**src/common/dtc_pkg.sv**
```systemverilog
package dtc_pkg;
  // Register byte offsets
  localparam logic [7:0] CFG_DIR_OFF = 8'h00;
  localparam logic [7:0] CFG_RELAY_OFF = 8'h04;
  localparam logic [7:0] CFG_BIN_OFF = 8'h08;
  localparam logic [7:0] CFG_FOUT_OFF = 8'h0C;
  localparam logic [7:0] CMD_OFF = 8'h10;
  localparam logic [7:0] STATUS_OFF = 8'h14;
  localparam logic [7:0] TEST_DIV_OFF = 8'h18;
  localparam logic [7:0] HEALTH_OFF = 8'h1C;
  localparam logic [7:0] LATCH_CFG_OFF = 8'h20;
  // Command word bit positions
  localparam int CMD_SEL_LOW = 0;
  localparam int CMD_SEL_HIGH = 1;
  localparam int CMD_LEVEL = 2;
  localparam int CMD_RUN = 3;
  localparam int CMD_CHECK = 4;
  localparam int CMD_ACK = 5;
  localparam int CMD_PEAK_CLR = 6;
  localparam int CMD_FWD_FORCE = 7;
  // Reset values
  localparam logic [31:0] CFG_DIR_RST = 32'h0000_0000;
  localparam logic [31:0] CFG_RELAY_RST = 32'h0000_0000;
  localparam logic [31:0] CFG_BIN_RST = 32'h0000_0000;
  localparam logic [31:0] CFG_FOUT_RST = 32'h0000_0000;
  localparam logic [31:0] TEST_DIV_RST = 32'h0000_1388;
  // Blink timing: 1 Hz at 100 MHz, toggle every half period
  localparam int CLK_HZ = 100_000_000;
  localparam int BLINK_HZ = 1;
  localparam int BLINK_HALF_CYC = CLK_HZ / (2 * BLINK_HZ);
  // Relay source codes
  typedef enum logic [3:0] {
    SRC_OFF, SRC_ON, SRC_LIMIT1, SRC_LIMIT2, SRC_LIMIT3, SRC_LIMIT4,
    SRC_MODULE, SRC_SUPPLIES, SRC_SENSOR, SRC_SUPPLY1, SRC_SUPPLY2,
    SRC_FAILURE, SRC_FWD, SRC_BWD, SRC_FWD_INV, SRC_BWD_INV
  } relay_src_t;
  // Binary input functions
  typedef enum logic [3:0] {
    BIN_NONE, BIN_ACK, BIN_PEAK_CLR, BIN_CHECK, BIN_FWD_FORCE,
    BIN_SEL_LOW, BIN_SEL_HIGH, BIN_LEVEL, BIN_RUN, BIN_TEST_ACTIVE
  } bin_func_t;
  // Health flags from the monitoring side
  typedef struct packed {
    logic self_test_ok;
    logic supply_one_healthy;
    logic supply_two_healthy;
    logic sensor_healthy;
    logic [3:0] limits;
  } health_in_t;
  // Indicator outputs
  typedef struct packed {
    logic fwd_led;
    logic bwd_led;
    logic ok_green;
    logic ok_red;
    logic supply_one_led;
    logic supply_two_led;
    logic sensor_green;
    logic sensor_red;
    logic [7:0] limit_leds;
    logic [3:0] ext_leds;
  } leds_t;
endpackage : dtc_pkg

```
**src/logic/direction_and_test_control.sv**
```systemverilog
// The implementer's own choices: the APB interface to the registers and the register offsets.
`timescale 1ns/10ps
module direction_and_test_control (
  input wire logic pclk,
  input wire logic presetn,
  input wire logic psel,
  input wire logic penable,
  input wire logic pwrite,
  input wire logic [7:0] paddr,
  input wire logic [31:0] pwdata,
  output logic [31:0] prdata,
  output logic pready,
  output logic pslverr,
  input wire logic sensor_pulse_one,
  input wire logic sensor_pulse_two,
  input wire logic sensor_pulse_three,
  input wire logic freq_input_one,
  input wire logic freq_input_two,
  input wire logic freq_input_three,
  input wire logic [5:0] binary_in,
  input wire dtc_pkg::health_in_t health_in,
  output logic [6:0] relay_out,
  output logic [2:0] freq_out,
  output logic freq_input_test,
  output logic [2:0] monitor_in,
  output logic peak_hold_clear,
  output dtc_pkg::leds_t leds
);

  ////////////////////////////////////////////////////////////////////////////
  // Registers
  logic [31:0] cfg_dir_ff;
  logic [31:0] cfg_relay_ff;
  logic [31:0] cfg_bin_ff;
  logic [31:0] cfg_fout_ff;
  logic [7:0] host_cmd_ff;
  logic [31:0] test_div_ff;
  logic [3:0] latch_cfg_ff;
  logic [7:0] health_status_word;
  logic [7:0] host_command_word;
  logic wr_en;
  logic fwd_state_ff;
  logic test_active;
  logic [3:0] msg_ff;
  logic system_healthy;
  logic module_healthy;
  logic supplies_healthy;
  logic failure_command;

  assign wr_en = psel && penable && pwrite;

  // Configuration and host command writes
  always_ff @(posedge pclk or negedge presetn) begin
    if (!presetn) begin
      cfg_dir_ff <= dtc_pkg::CFG_DIR_RST;
      cfg_relay_ff <= dtc_pkg::CFG_RELAY_RST;
      cfg_bin_ff <= dtc_pkg::CFG_BIN_RST;
      cfg_fout_ff <= dtc_pkg::CFG_FOUT_RST;
      test_div_ff <= dtc_pkg::TEST_DIV_RST;
      host_cmd_ff <= 8'h00;
      latch_cfg_ff <= 4'h0;
    end else if (wr_en) begin
      case (paddr)
        dtc_pkg::CFG_DIR_OFF: cfg_dir_ff <= pwdata;
        dtc_pkg::CFG_RELAY_OFF: cfg_relay_ff <= pwdata;
        dtc_pkg::CFG_BIN_OFF: cfg_bin_ff <= pwdata;
        dtc_pkg::CFG_FOUT_OFF: cfg_fout_ff <= pwdata;
        dtc_pkg::CMD_OFF: host_cmd_ff <= pwdata[7:0];
        dtc_pkg::TEST_DIV_OFF: test_div_ff <= pwdata;
        dtc_pkg::LATCH_CFG_OFF: latch_cfg_ff <= pwdata[3:0];
        default: ;
      endcase
    end
  end

  // Read mux, zero-wait answer
  always_ff @(posedge pclk or negedge presetn) begin
    if (!presetn) begin
      prdata <= 32'h0000_0000;
      pready <= 1'b0;
      pslverr <= 1'b0;
    end else begin
      pready <= psel && !penable;
      pslverr <= 1'b0;
      if (psel && !penable) begin
        case (paddr)
          dtc_pkg::CFG_DIR_OFF: prdata <= cfg_dir_ff;
          dtc_pkg::CFG_RELAY_OFF: prdata <= cfg_relay_ff;
          dtc_pkg::CFG_BIN_OFF: prdata <= cfg_bin_ff;
          dtc_pkg::CFG_FOUT_OFF: prdata <= cfg_fout_ff;
          dtc_pkg::CMD_OFF: prdata <= {24'h00_0000, host_command_word};
          dtc_pkg::STATUS_OFF: prdata <= {24'h00_0000, health_status_word};
          dtc_pkg::TEST_DIV_OFF: prdata <= test_div_ff;
          dtc_pkg::HEALTH_OFF: prdata <= {28'h000_0000, msg_ff};
          dtc_pkg::LATCH_CFG_OFF: prdata <= {28'h000_0000, latch_cfg_ff};
          default: prdata <= 32'h0000_0000;
        endcase
      end
    end
  end

  ////////////////////////////////////////////////////////////////////////////
  // Binary input synchronisers and command mapping
  logic [5:0] bin_s1_ff, bin_s2_ff, bin_s3_ff, bin_ff;

  always_ff @(posedge pclk or negedge presetn) begin
    if (!presetn) begin
      bin_s1_ff <= 6'h00;
      bin_s2_ff <= 6'h00;
      bin_s3_ff <= 6'h00;
      bin_ff <= 6'h00;
    end else begin
      bin_s1_ff <= binary_in;
      bin_s2_ff <= bin_s1_ff;
      bin_s3_ff <= bin_s2_ff;
      for (int i = 0; i < 6; i++) begin
        if (bin_s2_ff[i] == bin_s3_ff[i]) bin_ff[i] <= bin_s3_ff[i];
      end
    end
  end

  // Each binary input mapped to a command forces that bit to its level; BIN_NONE and BIN_TEST_ACTIVE drive no bit
  always_comb begin
    host_command_word = host_cmd_ff;
    for (int i = 0; i < 6; i++) begin
      case (dtc_pkg::bin_func_t'(cfg_bin_ff[4*i +: 4]))
        dtc_pkg::BIN_ACK: host_command_word[dtc_pkg::CMD_ACK] = bin_ff[i];
        dtc_pkg::BIN_PEAK_CLR: host_command_word[dtc_pkg::CMD_PEAK_CLR] = bin_ff[i];
        dtc_pkg::BIN_CHECK: host_command_word[dtc_pkg::CMD_CHECK] = bin_ff[i];
        dtc_pkg::BIN_FWD_FORCE: host_command_word[dtc_pkg::CMD_FWD_FORCE] = bin_ff[i];
        dtc_pkg::BIN_SEL_LOW: host_command_word[dtc_pkg::CMD_SEL_LOW] = bin_ff[i];
        dtc_pkg::BIN_SEL_HIGH: host_command_word[dtc_pkg::CMD_SEL_HIGH] = bin_ff[i];
        dtc_pkg::BIN_LEVEL: host_command_word[dtc_pkg::CMD_LEVEL] = bin_ff[i];
        dtc_pkg::BIN_RUN: host_command_word[dtc_pkg::CMD_RUN] = bin_ff[i];
        default: ;
      endcase
    end
  end

  ////////////////////////////////////////////////////////////////////////////
  // Sensor synchronisation and phase order
  logic [2:0] sp_s1_ff, sp_s2_ff, sp_s3_ff, sp_ff, sp_prev_ff;
  logic [2:0] rise;
  logic [2:0] last_ff; // One-hot mask of last rising sensor
  logic [2:0] lead_ff; // lead_ff[k]: sensor k led its successor last time
  logic [2:0] fitted;

  always_ff @(posedge pclk or negedge presetn) begin
    if (!presetn) begin
      sp_s1_ff <= 3'h0;
      sp_s2_ff <= 3'h0;
      sp_s3_ff <= 3'h0;
      sp_ff <= 3'h0;
      sp_prev_ff <= 3'h0;
    end else begin
      sp_s1_ff <= {sensor_pulse_three, sensor_pulse_two, sensor_pulse_one};
      sp_s2_ff <= sp_s1_ff;
      sp_s3_ff <= sp_s2_ff;
      for (int i = 0; i < 3; i++) begin
        if (sp_s2_ff[i] == sp_s3_ff[i]) sp_ff[i] <= sp_s3_ff[i];
      end
      sp_prev_ff <= sp_ff;
    end
  end

  assign rise = sp_ff & ~sp_prev_ff;
  // Fitted sensors: bit set in direction config [4:2]
  assign fitted = cfg_dir_ff[4:2];

  // At a rise, a predecessor still high leads this sensor and a successor
  // still low lags it; levels, not rise order, so two sensors also decide.
  // A lost sensor sits low and pins two lead bits, one forward and one backward.
  always_ff @(posedge pclk or negedge presetn) begin
    if (!presetn) begin
      last_ff <= 3'h0;
      lead_ff <= 3'h0;
    end else begin
      for (int k = 0; k < 3; k++) begin
        if (rise[k] && fitted[k]) begin
          last_ff <= 3'(1 << k);
          lead_ff[(k + 2) % 3] <= sp_ff[(k + 2) % 3];
          lead_ff[k] <= !sp_ff[(k + 1) % 3];
        end
      end
    end
  end

  // Forward decision from fitted pairs
  logic pair_fwd;
  logic pair_bwd;
  logic raw_fwd;
  always_comb begin
    pair_fwd = 1'b0;
    pair_bwd = 1'b0;
    if (&fitted) begin
      // All three leads agree; with one lost the remaining leads decide
      pair_fwd = (lead_ff == 3'h7) || ($countones(lead_ff) == 2);
      pair_bwd = (lead_ff == 3'h0) || ($countones(lead_ff) == 1);
    end else begin
      for (int k = 0; k < 3; k++) begin
        if (fitted[k] && fitted[(k + 1) % 3]) begin
          pair_fwd = lead_ff[k];
          pair_bwd = !lead_ff[k];
        end
      end
    end
    raw_fwd = pair_fwd ^ cfg_dir_ff[1];
  end

  // Direction state: default on reset, forced forward by command
  always_ff @(posedge pclk or negedge presetn) begin
    if (!presetn) begin
      fwd_state_ff <= dtc_pkg::CFG_DIR_RST[0];
    end else if (host_command_word[dtc_pkg::CMD_FWD_FORCE]) begin
      fwd_state_ff <= 1'b1;
    end else if (|last_ff && (pair_fwd || pair_bwd)) begin
      fwd_state_ff <= raw_fwd;
    end
  end

  ////////////////////////////////////////////////////////////////////////////
  // Health, latching messages and acknowledge
  logic ack_prev_ff;
  logic ack_done;
  logic [3:0] msg_live;
  assign msg_live = {module_healthy, health_in.sensor_healthy,
                     health_in.supply_two_healthy, health_in.supply_one_healthy};
  assign ack_done = ack_prev_ff && !host_command_word[dtc_pkg::CMD_ACK];

  always_ff @(posedge pclk or negedge presetn) begin
    if (!presetn) begin
      msg_ff <= 4'hF;
      ack_prev_ff <= 1'b0;
    end else begin
      ack_prev_ff <= host_command_word[dtc_pkg::CMD_ACK];
      for (int i = 0; i < 4; i++) begin
        // Fault wins over the acknowledge clear
        if (!msg_live[i]) msg_ff[i] <= 1'b0;
        else if (!latch_cfg_ff[i] || ack_done) msg_ff[i] <= 1'b1;
      end
    end
  end

  assign supplies_healthy = msg_ff[0] & msg_ff[1];
  assign module_healthy = health_in.self_test_ok & health_in.sensor_healthy & supplies_healthy;
  assign system_healthy = health_in.self_test_ok & msg_ff[2] & supplies_healthy;
  assign failure_command = health_in.self_test_ok & msg_ff[0] & msg_ff[1] & msg_ff[2];

  ////////////////////////////////////////////////////////////////////////////
  // Test generator
  logic [31:0] gen_cnt_ff;
  logic gen_ff;
  logic [1:0] mon_sel;
  assign mon_sel = {host_command_word[dtc_pkg::CMD_SEL_HIGH],
                    host_command_word[dtc_pkg::CMD_SEL_LOW]};
  // Test runs only when healthy, selected and requested
  assign test_active = system_healthy && (mon_sel != 2'b00)
                       && host_command_word[dtc_pkg::CMD_RUN];

  // Half-period: upper frequency uses [15:0], lower uses [31:16]
  always_ff @(posedge pclk or negedge presetn) begin
    if (!presetn) begin
      gen_cnt_ff <= 32'h0000_0000;
      gen_ff <= 1'b0;
    end else if (gen_cnt_ff >= {16'h0000, host_command_word[dtc_pkg::CMD_LEVEL] ?
                 test_div_ff[15:0] : test_div_ff[31:16]}) begin
      gen_cnt_ff <= 32'h0000_0000;
      gen_ff <= !gen_ff;
    end else begin
      gen_cnt_ff <= gen_cnt_ff + 32'h0000_0001;
    end
  end

  // Blink at 1 Hz while testing
  logic [26:0] blink_cnt_ff;
  logic blink_ff;
  always_ff @(posedge pclk or negedge presetn) begin
    if (!presetn) begin
      blink_cnt_ff <= 27'h000_0000;
      blink_ff <= 1'b0;
    end else if (!test_active) begin
      blink_cnt_ff <= 27'h000_0000;
      blink_ff <= 1'b0;
    end else if (blink_cnt_ff == 27'(dtc_pkg::BLINK_HALF_CYC - 1)) begin
      blink_cnt_ff <= 27'h000_0000;
      blink_ff <= !blink_ff;
    end else begin
      blink_cnt_ff <= blink_cnt_ff + 27'h000_0001;
    end
  end

  assign health_status_word = {system_healthy, test_active, !fwd_state_ff, fwd_state_ff,
                               msg_ff};

  ////////////////////////////////////////////////////////////////////////////
  // Registered outputs: relays, monitor routing, frequency outputs, LEDs
  function automatic logic relay_pick(input logic [3:0] code, input logic [7:0] st,
                                      input logic [3:0] lim, input logic fail);
    case (dtc_pkg::relay_src_t'(code))
      dtc_pkg::SRC_ON: relay_pick = 1'b1;
      dtc_pkg::SRC_LIMIT1: relay_pick = lim[0];
      dtc_pkg::SRC_LIMIT2: relay_pick = lim[1];
      dtc_pkg::SRC_LIMIT3: relay_pick = lim[2];
      dtc_pkg::SRC_LIMIT4: relay_pick = lim[3];
      dtc_pkg::SRC_MODULE: relay_pick = st[3];
      dtc_pkg::SRC_SUPPLIES: relay_pick = st[0] & st[1];
      dtc_pkg::SRC_SENSOR: relay_pick = st[2];
      dtc_pkg::SRC_SUPPLY1: relay_pick = st[0];
      dtc_pkg::SRC_SUPPLY2: relay_pick = st[1];
      dtc_pkg::SRC_FAILURE: relay_pick = fail;
      dtc_pkg::SRC_FWD: relay_pick = st[4];
      dtc_pkg::SRC_BWD: relay_pick = st[5];
      dtc_pkg::SRC_FWD_INV: relay_pick = !st[4];
      dtc_pkg::SRC_BWD_INV: relay_pick = !st[5];
      default: relay_pick = 1'b0;
    endcase
  endfunction : relay_pick

  function automatic logic freq_pick(input logic [2:0] code, input logic [3:0] f);
    case (code)
      3'h1: freq_pick = f[0];
      3'h2: freq_pick = f[1];
      3'h3: freq_pick = f[2];
      3'h4: freq_pick = f[3];
      default: freq_pick = 1'b0;
    endcase
  endfunction : freq_pick

  logic [3:0] fin;
  assign fin = {gen_ff, freq_input_three, freq_input_two, freq_input_one};

  // Relays ignore the indicator check
  always_ff @(posedge pclk or negedge presetn) begin
    if (!presetn) begin
      relay_out <= 7'h00;
    end else begin
      for (int r = 0; r < 7; r++) begin
        relay_out[r] <= relay_pick(cfg_relay_ff[4*r +: 4], health_status_word,
                                   health_in.limits, failure_command);
      end
    end
  end

  // Selected monitor input takes the test signal during a test
  always_ff @(posedge pclk or negedge presetn) begin
    if (!presetn) begin
      monitor_in <= 3'h0;
      freq_out <= 3'h0;
      freq_input_test <= 1'b0;
      peak_hold_clear <= 1'b0;
    end else begin
      freq_input_test <= gen_ff;
      for (int m = 0; m < 3; m++) begin
        monitor_in[m] <= (test_active && mon_sel == 2'(m + 1)) ? gen_ff : fin[m];
        freq_out[m] <= freq_pick(cfg_fout_ff[4*m +: 3], fin);
      end
      peak_hold_clear <= host_command_word[dtc_pkg::CMD_PEAK_CLR];
    end
  end

  // LEDs, all lit during indicator check
  always_ff @(posedge pclk or negedge presetn) begin
    if (!presetn) begin
      leds <= '0;
    end else if (host_command_word[dtc_pkg::CMD_CHECK]) begin
      leds <= '1;
    end else begin
      leds.fwd_led <= fwd_state_ff;
      leds.bwd_led <= !fwd_state_ff;
      leds.ok_green <= system_healthy && (!test_active || blink_ff);
      leds.ok_red <= !system_healthy;
      leds.supply_one_led <= msg_ff[0];
      leds.supply_two_led <= msg_ff[1];
      leds.sensor_green <= msg_ff[2];
      leds.sensor_red <= !msg_ff[2];
      leds.limit_leds <= {~health_in.limits, health_in.limits};
      leds.ext_leds <= relay_out[6:3];
    end
  end

  ////////////////////////////////////////////////////////////////////////////
  // Checks
  a_test_needs_health: assert property (@(posedge pclk) disable iff (!presetn)
    !system_healthy |-> !health_status_word[6]) else $error("test active with fault");
  a_select_gates_test: assert property (@(posedge pclk) disable iff (!presetn)
    mon_sel == 2'b00 |-> !test_active) else $error("test without monitor");
  a_force_fwd: assert property (@(posedge pclk) disable iff (!presetn)
    host_command_word[dtc_pkg::CMD_FWD_FORCE] |=> fwd_state_ff) else $error("force ignored");
  a_check_lamps: assert property (@(posedge pclk) disable iff (!presetn)
    host_command_word[dtc_pkg::CMD_CHECK] |=> leds == '1) else $error("lamp not lit");
  a_fault_red: assert property (@(posedge pclk) disable iff (!presetn)
    !system_healthy && !host_command_word[dtc_pkg::CMD_CHECK] |=> leds.ok_red && !leds.ok_green)
    else $error("fault lamps wrong");
  a_flags_exclusive: assert property (@(posedge pclk) disable iff (!presetn)
    health_status_word[4] != health_status_word[5]) else $error("direction flags clash");
  a_peak_follows: assert property (@(posedge pclk) disable iff (!presetn)
    peak_hold_clear == $past(host_command_word[dtc_pkg::CMD_PEAK_CLR]))
    else $error("peak clear wrong");
  a_latch_holds: assert property (@(posedge pclk) disable iff (!presetn)
    latch_cfg_ff[0] && !msg_ff[0] && !ack_done |=> !msg_ff[0]) else $error("latch lost");
  a_test_route: assert property (@(posedge pclk) disable iff (!presetn)
    test_active && mon_sel == 2'b01 |=> monitor_in[0] == $past(gen_ff))
    else $error("test not routed");

endmodule : direction_and_test_control

```
**config.mk**
```make
export PLATFORM = sky130hd
export DESIGN_NAME = direction_and_test_control
export DESIGN_NICKNAME = d
export VERILOG_FILES = /design/src/common/dtc_pkg.sv /design/src/logic/direction_and_test_control.sv
export SDC_FILE = /design/constraint.sdc
export NUM_CORES = 1
export LEC_CHECK = 0
export CORE_MARGIN = 3
export CORE_UTILIZATION = 55
export CTS_CLUSTER_SIZE = 24
export DETAILED_ROUTE_END_ITERATION = 10
export DONT_BUFFER_PORTS = 1
export PLACE_DENSITY = 0.79
export SLEW_MARGIN = 30
export SYNTH_ARGS = -nofsm -noshare
export SYNTH_HDL_FRONTEND = slang
export SYNTH_SLANG_ARGS = --single-unit
```
**constraint.sdc**
```tcl
create_clock -name pclk -period 3.1 [get_ports pclk]
set_input_delay 0.62 -clock pclk [delete_from_list [all_inputs] [get_ports pclk]]
set_output_delay 0.62 -clock pclk [all_outputs]
set_load 0.005 [all_outputs]
```
[Word-level counts from Yosys, hierarchy flattened]
Cells that the tools add are included.
Storage, ports and cells
  logic and storage cells: 433
  flip-flop bits (word level): 352
Operators by class
  multiplexer cells: 94
  reduce and logical (&&, ||, !) cells: 74
  eq/ne operators: 194
  bitwise operators: 12
  add/subtract/negate cells: 4
  order comparisons: 1
Operators with widths (number)
  one-hot mux 32 bit (9 select lines): 1
  equality test 4 bit (second input constant): 62
  equality test 4 x 3 -> 1 bit (second input constant): 52
  equality test 4 x 2 -> 1 bit (second input constant): 26
  one-hot mux 1 bit (13 select lines): 7
  two-way mux 1 bit: 73
  two-way mux 27 bit: 2
  equality test 4 x 1 -> 1 bit (second input constant): 13
  adder 32 x 1 -> 32 bit (second input constant): 1
  equality test 32 x 3 -> 1 bit (second input constant): 1
  equality test 8 x 5 -> 1 bit (second input constant): 4
  >= comparator 32 x 16 -> 1 bit: 1
  two-way mux 32 bit: 1
  OR reduction 2 bit: 14
  adder 27 x 1 -> 27 bit (second input constant): 1
  equality test 27 x 26 -> 1 bit (second input constant): 1
  two-way mux 20 bit: 1
  equality test 3 x 2 -> 1 bit (second input constant): 6
  zero test 1 bit: 18
  logical AND 1 bit: 17
  equality test 8 x 4 -> 1 bit (second input constant): 2
  two-way mux 16 bit: 1
  AND reduction 2 bit: 7
  equality test 3 x 1 -> 1 bit (second input constant): 4
  24 further kinds: 63

[Depth between registers and ports, before layout]
  depth in word-level cells: 14
  mapped depth: 18
  gate-level depth less buffers: 15

[Worst setup path after synthesis]
OpenSTA, ideal clock, no wires.
  kind: register to register
  start point: register cfg_bin_ff[3]
  end point: register gen_cnt_ff[10]
  setup slack: -0.317 ns
  setup time: 0.072 ns
  clock period less this slack: 3.417 ns
  stages on the path, launching flop included: 19
  data required time: 3.028 ns
  data arrival time: 3.345 ns
  cell sequence: dfrtp_1 -> buf_2 -> nand4b_1 -> mux2_2 -> mux2i_1 -> a31oi_1 -> o21ai_0 -> nand2_2 -> mux2_2 -> ha_1 -> nand2b_1 -> a21o_1 -> a21o_1 -> a21oi_1 -> o21ai_0 -> a21o_1 -> clkbuf_1 -> clkbuf_1 -> nor2_1
Between the ends
  cells in the longest elaborated chain, start to end: 10
RTL lines
  from (decl): line direction_and_test_control.sv:34  | logic [31:0] cfg_bin_ff;
  from (signal assigned): line direction_and_test_control.sv:57  | cfg_bin_ff <= dtc_pkg::CFG_BIN_RST;
  from (signal assigned): line direction_and_test_control.sv:66  | dtc_pkg::CFG_BIN_OFF: cfg_bin_ff <= pwdata;
  equality test 4 x 3 -> 1 bit: line direction_and_test_control.sv:126  | case (dtc_pkg::bin_func_t'(cfg_bin_ff[4*i +: 4]))
  two-way mux 1 bit (6 in series): line direction_and_test_control.sv:126
  two-way mux 16 bit: line direction_and_test_control.sv:265  | end else if (gen_cnt_ff >= {16'h0000, host_command_word[dtc_pkg::CMD_LEVEL] ?
  >= comparator 32 x 16 -> 1 bit: line direction_and_test_control.sv:265
  two-way mux 32 bit: line direction_and_test_control.sv:265
  to (signal assigned): line direction_and_test_control.sv:270  | gen_cnt_ff <= gen_cnt_ff + 32'h0000_0001;
  to (decl): line direction_and_test_control.sv:251  | logic [31:0] gen_cnt_ff;
Every way passes these cells.
A chain may end at the register's enable or synchronous reset.

[Final worst setup path]
Ends and elaborated chain as after synthesis.

==> flow_metrics.py <==
metrics = {
    "outcome": {
        "outcome": "finished with violations",
        "violations": "negative hold slack, negative setup slack",
    },
    "job": {
        "max-cap-violations": 0,
    },
    "clock_network": {
        "worstSkewPairLatency_ns": 0.53,
        "cts_max_path_buffers": 3,
        "cts-root-buf": "clkbuf_16",
        "cts_tree": "done",
        "clk_pin_slew_ns": 0.06,
        "htree_num_levels": 2,
        "clock-sinks": 352,
        "cts_made_buffers": 38,
    },
    "grt": {
        "grt_max_degree": 353,
        "antenna_found_initial": 0,
        "grt_pass1_vias": 12000,
        "grt_pass1_wl_um": 70600,
        "grt-ovfl-total": 0,
        "grt_usage_pct": 27.6,
    },
    "sta": {
        "clock_skew_ns": 0.0254,
        "slew_violations": 0,
        "finalHoldViolations": 346,
        "timing.fmax_ghz": 0.311,
        "period_needed_ns": 3.22,
        "setup_slack_ns": -0.120,
        "finalSetupViolCount": 18,
        "max_slew.worst_pin.slew_ns": 0.744,
        "period_share_pct": 104,
        "slew_headroom_pct": 50.4,
        "worst_hold_slack_ns": -0.191,
        "rsz0062_at_grt": "yes",
    },
    "layout": {
        "n_antenna_cell": 0,
        "finish.utilization_pct": 63.3,
        "regArea_um2": 8820,
        "layout-drive-gt1-share_pct": 27.6,
        "multi_input_area_um2": 7580,
        "areaGrowthSynthToFinish_pct": 12.9,
        "nets": 1519,
        "fillers": 2197,
        "instances_no_fill": 1855,
    },
    "floorplanning": {
        "chipHeight_um": 180,
        "fp.dieW_um": 180,
        "core_um2": 29800,
        "start_util_pct": 56.1,
        "io-pin-count": 134,
        "dieArea_um2": 32500,
        "row_count": 63,
    },
    "yosys": {
        "synth_area_leaders": "dfrtp_1 (51%), mux2_2 (12%), nand2_1 (2.5%)",
        "yosysSeqAreaShare_pct": 52.7,
        "synth_seq_cells": 352,
        "synth_top_cell_by_area": "dfrtp_1",
        "avgSynthCellArea_um2": 12.0,
        "ys_warn_count": 0,
        "ys.flop_type": "dfrtp_1",
        "synthCells": 1398,
        "ys_async_sr_fraction_pct": 100,
        "ys_types": 83,
        "netlist.area_leader.share_pct": 51.3,
        "syn_area_um2": 16700,
        "synth_edf_count": 0,
    },
    "routing": {
        "wl_per_cell_um": 24.6,
        "drc_errors": 0,
        "ant_nets": 0,
        "viasPerCell": 6.44,
        "num_vias": 12000,
        "drtIter0Drc": 1084,
        "dr.pass1.iters": 5,
        "routed_wirelength_um": 45600,
    },
    "setup_path": {
        "crit_start": "cfg_bin_ff[3]",
        "reg2reg_slack_ns": -0.12,
        "cp_slowest_stage_delay_ns": 0.38,
        "worst_path_max_delay_cell": "dfrtp_1",
        "path_buf_inv": 1,
        "worstPathMaxFanout": 8,
        "startpoint_type": "flop",
        "endpoint_kind": "flop",
        "crit_cells": 16,
        "critPathKind": "flop to flop",
        "worstPathCellList": "nand4b_1 > mux2_4 > mux2i_2 > a31oi_2 > o21ai_2 > nand2_2 > mux2_4 > ha_4 > nand2b_4 > a21o_1 > a21o_1 > a21oi_2 > o21ai_2 > a21o_4 > buf_6 > nor2_2",
        "r2r-start": "cfg_bin_ff[3]",
        "reg2reg_depth": 16,
        "cp-endpoint": "gen_cnt_ff[10]",
        "worstPathArrival_ns": 3.65,
        "cp_top_family": "compound AO/OA/AOI/OAI gates",
        "reg2reg_to": "gen_cnt_ff[10]",
        "required_ns": 3.53,
    },
    "placed_design": {
        "routabilityCongestion": 0.926,
        "port_buffers": 0,
        "place_hpwl_um": 31000,
        "post-place-ws_ns": -0.154,
        "dp.cells": 1782,
    },
    "worst_hold_path": {
        "hold_class": "input port to async pin",
    },
    "power": {
        "leakagePower_nw": 8.51,
        "vdd_drop_max_uv": 394,
        "cellPowerDensity_nw_per_um2": 526,
    },
}
## cells in the final DEF (no fill, tap or decap), drive strengths merged, types with 11 or more instances in the layout
cell    instances
ha             18
a31oi          17
buf            70
nand3          47
a22o           29
xnor2          27
nand3b         16
a21oi          39
mux2i          29
o21ai          43
nor4b          15
dfrtp         343
clkbuf         61
nor2           91
a222oi         15
mux4           11
nand2b         15
conb           16
nor3           16
mux2          185
inv            20
nand2         111
xor2           30
nand4          13
a22oi          43
## layer usage
metal	vias up	global-route usage, %	share of wire (%)
li1	5169	-	-
met1	6108	38.3	41
met2	566	43.8	46
met3	108	6.18	9.0
met4	0	8.69	3.5
met5	-	0	0
## report_power, final
part | switching, mW | leakage, nW | total, mW | internal (mW)
registers | 0.144 | 4.70 | 4.87 | 4.73
clock network | 1.81 | 0.644 | 4.69 | 2.88
logic | 0.189 | 3.17 | 0.367 | 0.179
total | 2.14 | 8.51 | 9.93 | 7.79
## logic make-up after synthesis
kind of cell | share of synthesized area, %
compound gates | 10.2
xor+xnor | 2.98
fa+ha+maj | 2.06
buf+inv | 3.11
flops | 52.7
mux | 15.7
other cells | 0.0224
simple gates | 13.2
## flip-flops by register name, indices dropped and copies added (netlist names), 6 cells and up
register	cells
cfg_bin_ff	32
cfg_dir_ff	32
cfg_fout_ff	32
cfg_relay_ff	32
gen_cnt_ff	32
prdata	32
test_div_ff	32
blink_cnt_ff	27
leds	20
host_cmd_ff	8
relay_out	7
bin_ff	6
bin_s1_ff	6
bin_s2_ff	6
bin_s3_ff	6
## timing repair
| action | 4_1_cts | 5_1_grt |
|---|---|---|
| setup buffers | 2 | 0 |
| gates resized for setup | 11 | 19 |
| pin swaps | 4 | 4 |
| hold endpoints to repair | 347 | 347 |
| endpoints found under the setup margin | 18 | 18 |
| gates cloned | 0 | 1 |
## how the worst min path moves through the flow
stage,startpoint,to,depth (start not counted)
2_1_floorplan,presetn,ack_prev_ff,0
3_3_place_gp,bin_s1_ff[5],bin_s2_ff[5],0
3_5_place_dp,presetn,leds[8],0
4_1_cts,presetn,test_div_ff[16],0
6_report,presetn,pready,0
5_1_grt,presetn,pready,0
## synthesized netlist by cell type (all sizes together), types with 3 or more instances
master / n
clkbuf: 41
nand4bb: 3
dfrtp: 343
nor2b: 8
a22o: 29
o21ai: 43
nand4: 13
a31oi: 17
mux4: 11
inv: 20
a221oi: 5
or2: 3
and2b: 3
or3: 4
a32oi: 6
buf: 48
maj3: 10
mux2i: 29
nor3b: 3
a22oi: 43
nand4b: 3
and4bb: 6
nor2: 91
a21oi: 39
and3: 8
nor4: 9
nor3: 16
a222oi: 15
xnor2: 27
or4b: 3
dfstp: 9
a21o: 9
and2: 5
a211oi: 9
o211ai: 5
nand2: 111
nand3: 47
nor4b: 15
xor2: 30
a311oi: 5
mux2: 185
ha: 18
nand2b: 15
nand3b: 16
## worst reg2reg max path, cell delays in order, from the launching register on
cell and delay [ns]:
dfrtp_1 0.38, nand4b_1 0.20, mux2_4 0.33, mux2i_2 0.18, a31oi_2 0.07, o21ai_2 0.16, nand2_2 0.14, mux2_4 0.34
ha_4 0.21, nand2b_4 0.13, a21o_1 0.15, a21o_1 0.16, a21oi_2 0.13, o21ai_2 0.07, a21o_4 0.24, buf_6 0.15
nor2_2 0.10
## stage by stage
stage	hold WS, ns	instance area [um^2]	power, mW	TNS, ns
global placement	0.333	17400	5.28	-0.182
detailed placement	0.337	17400	5.30	-1.92
global route	-0.208	18900	10.2	-4.10
finish	-0.191	18900	9.93	-1.73
CTS	-0.210	18800	9.98	-2.57
floorplan	0.324	16800	5.16	-0.976
## cell type report
cell class | instances | area share (%)
Sequential cell | 352 | 46.7
Multi-Input combinational cell | 952 | 40.2
Clock buffer | 60 | 6.29
Timing Repair Buffer | 71 | 3.15
Tap cell | 390 | 2.59
Clock inverter | 10 | 0.689
Inverter | 20 | 0.398
No activity file was read; power rests on OpenSTA's default activity.
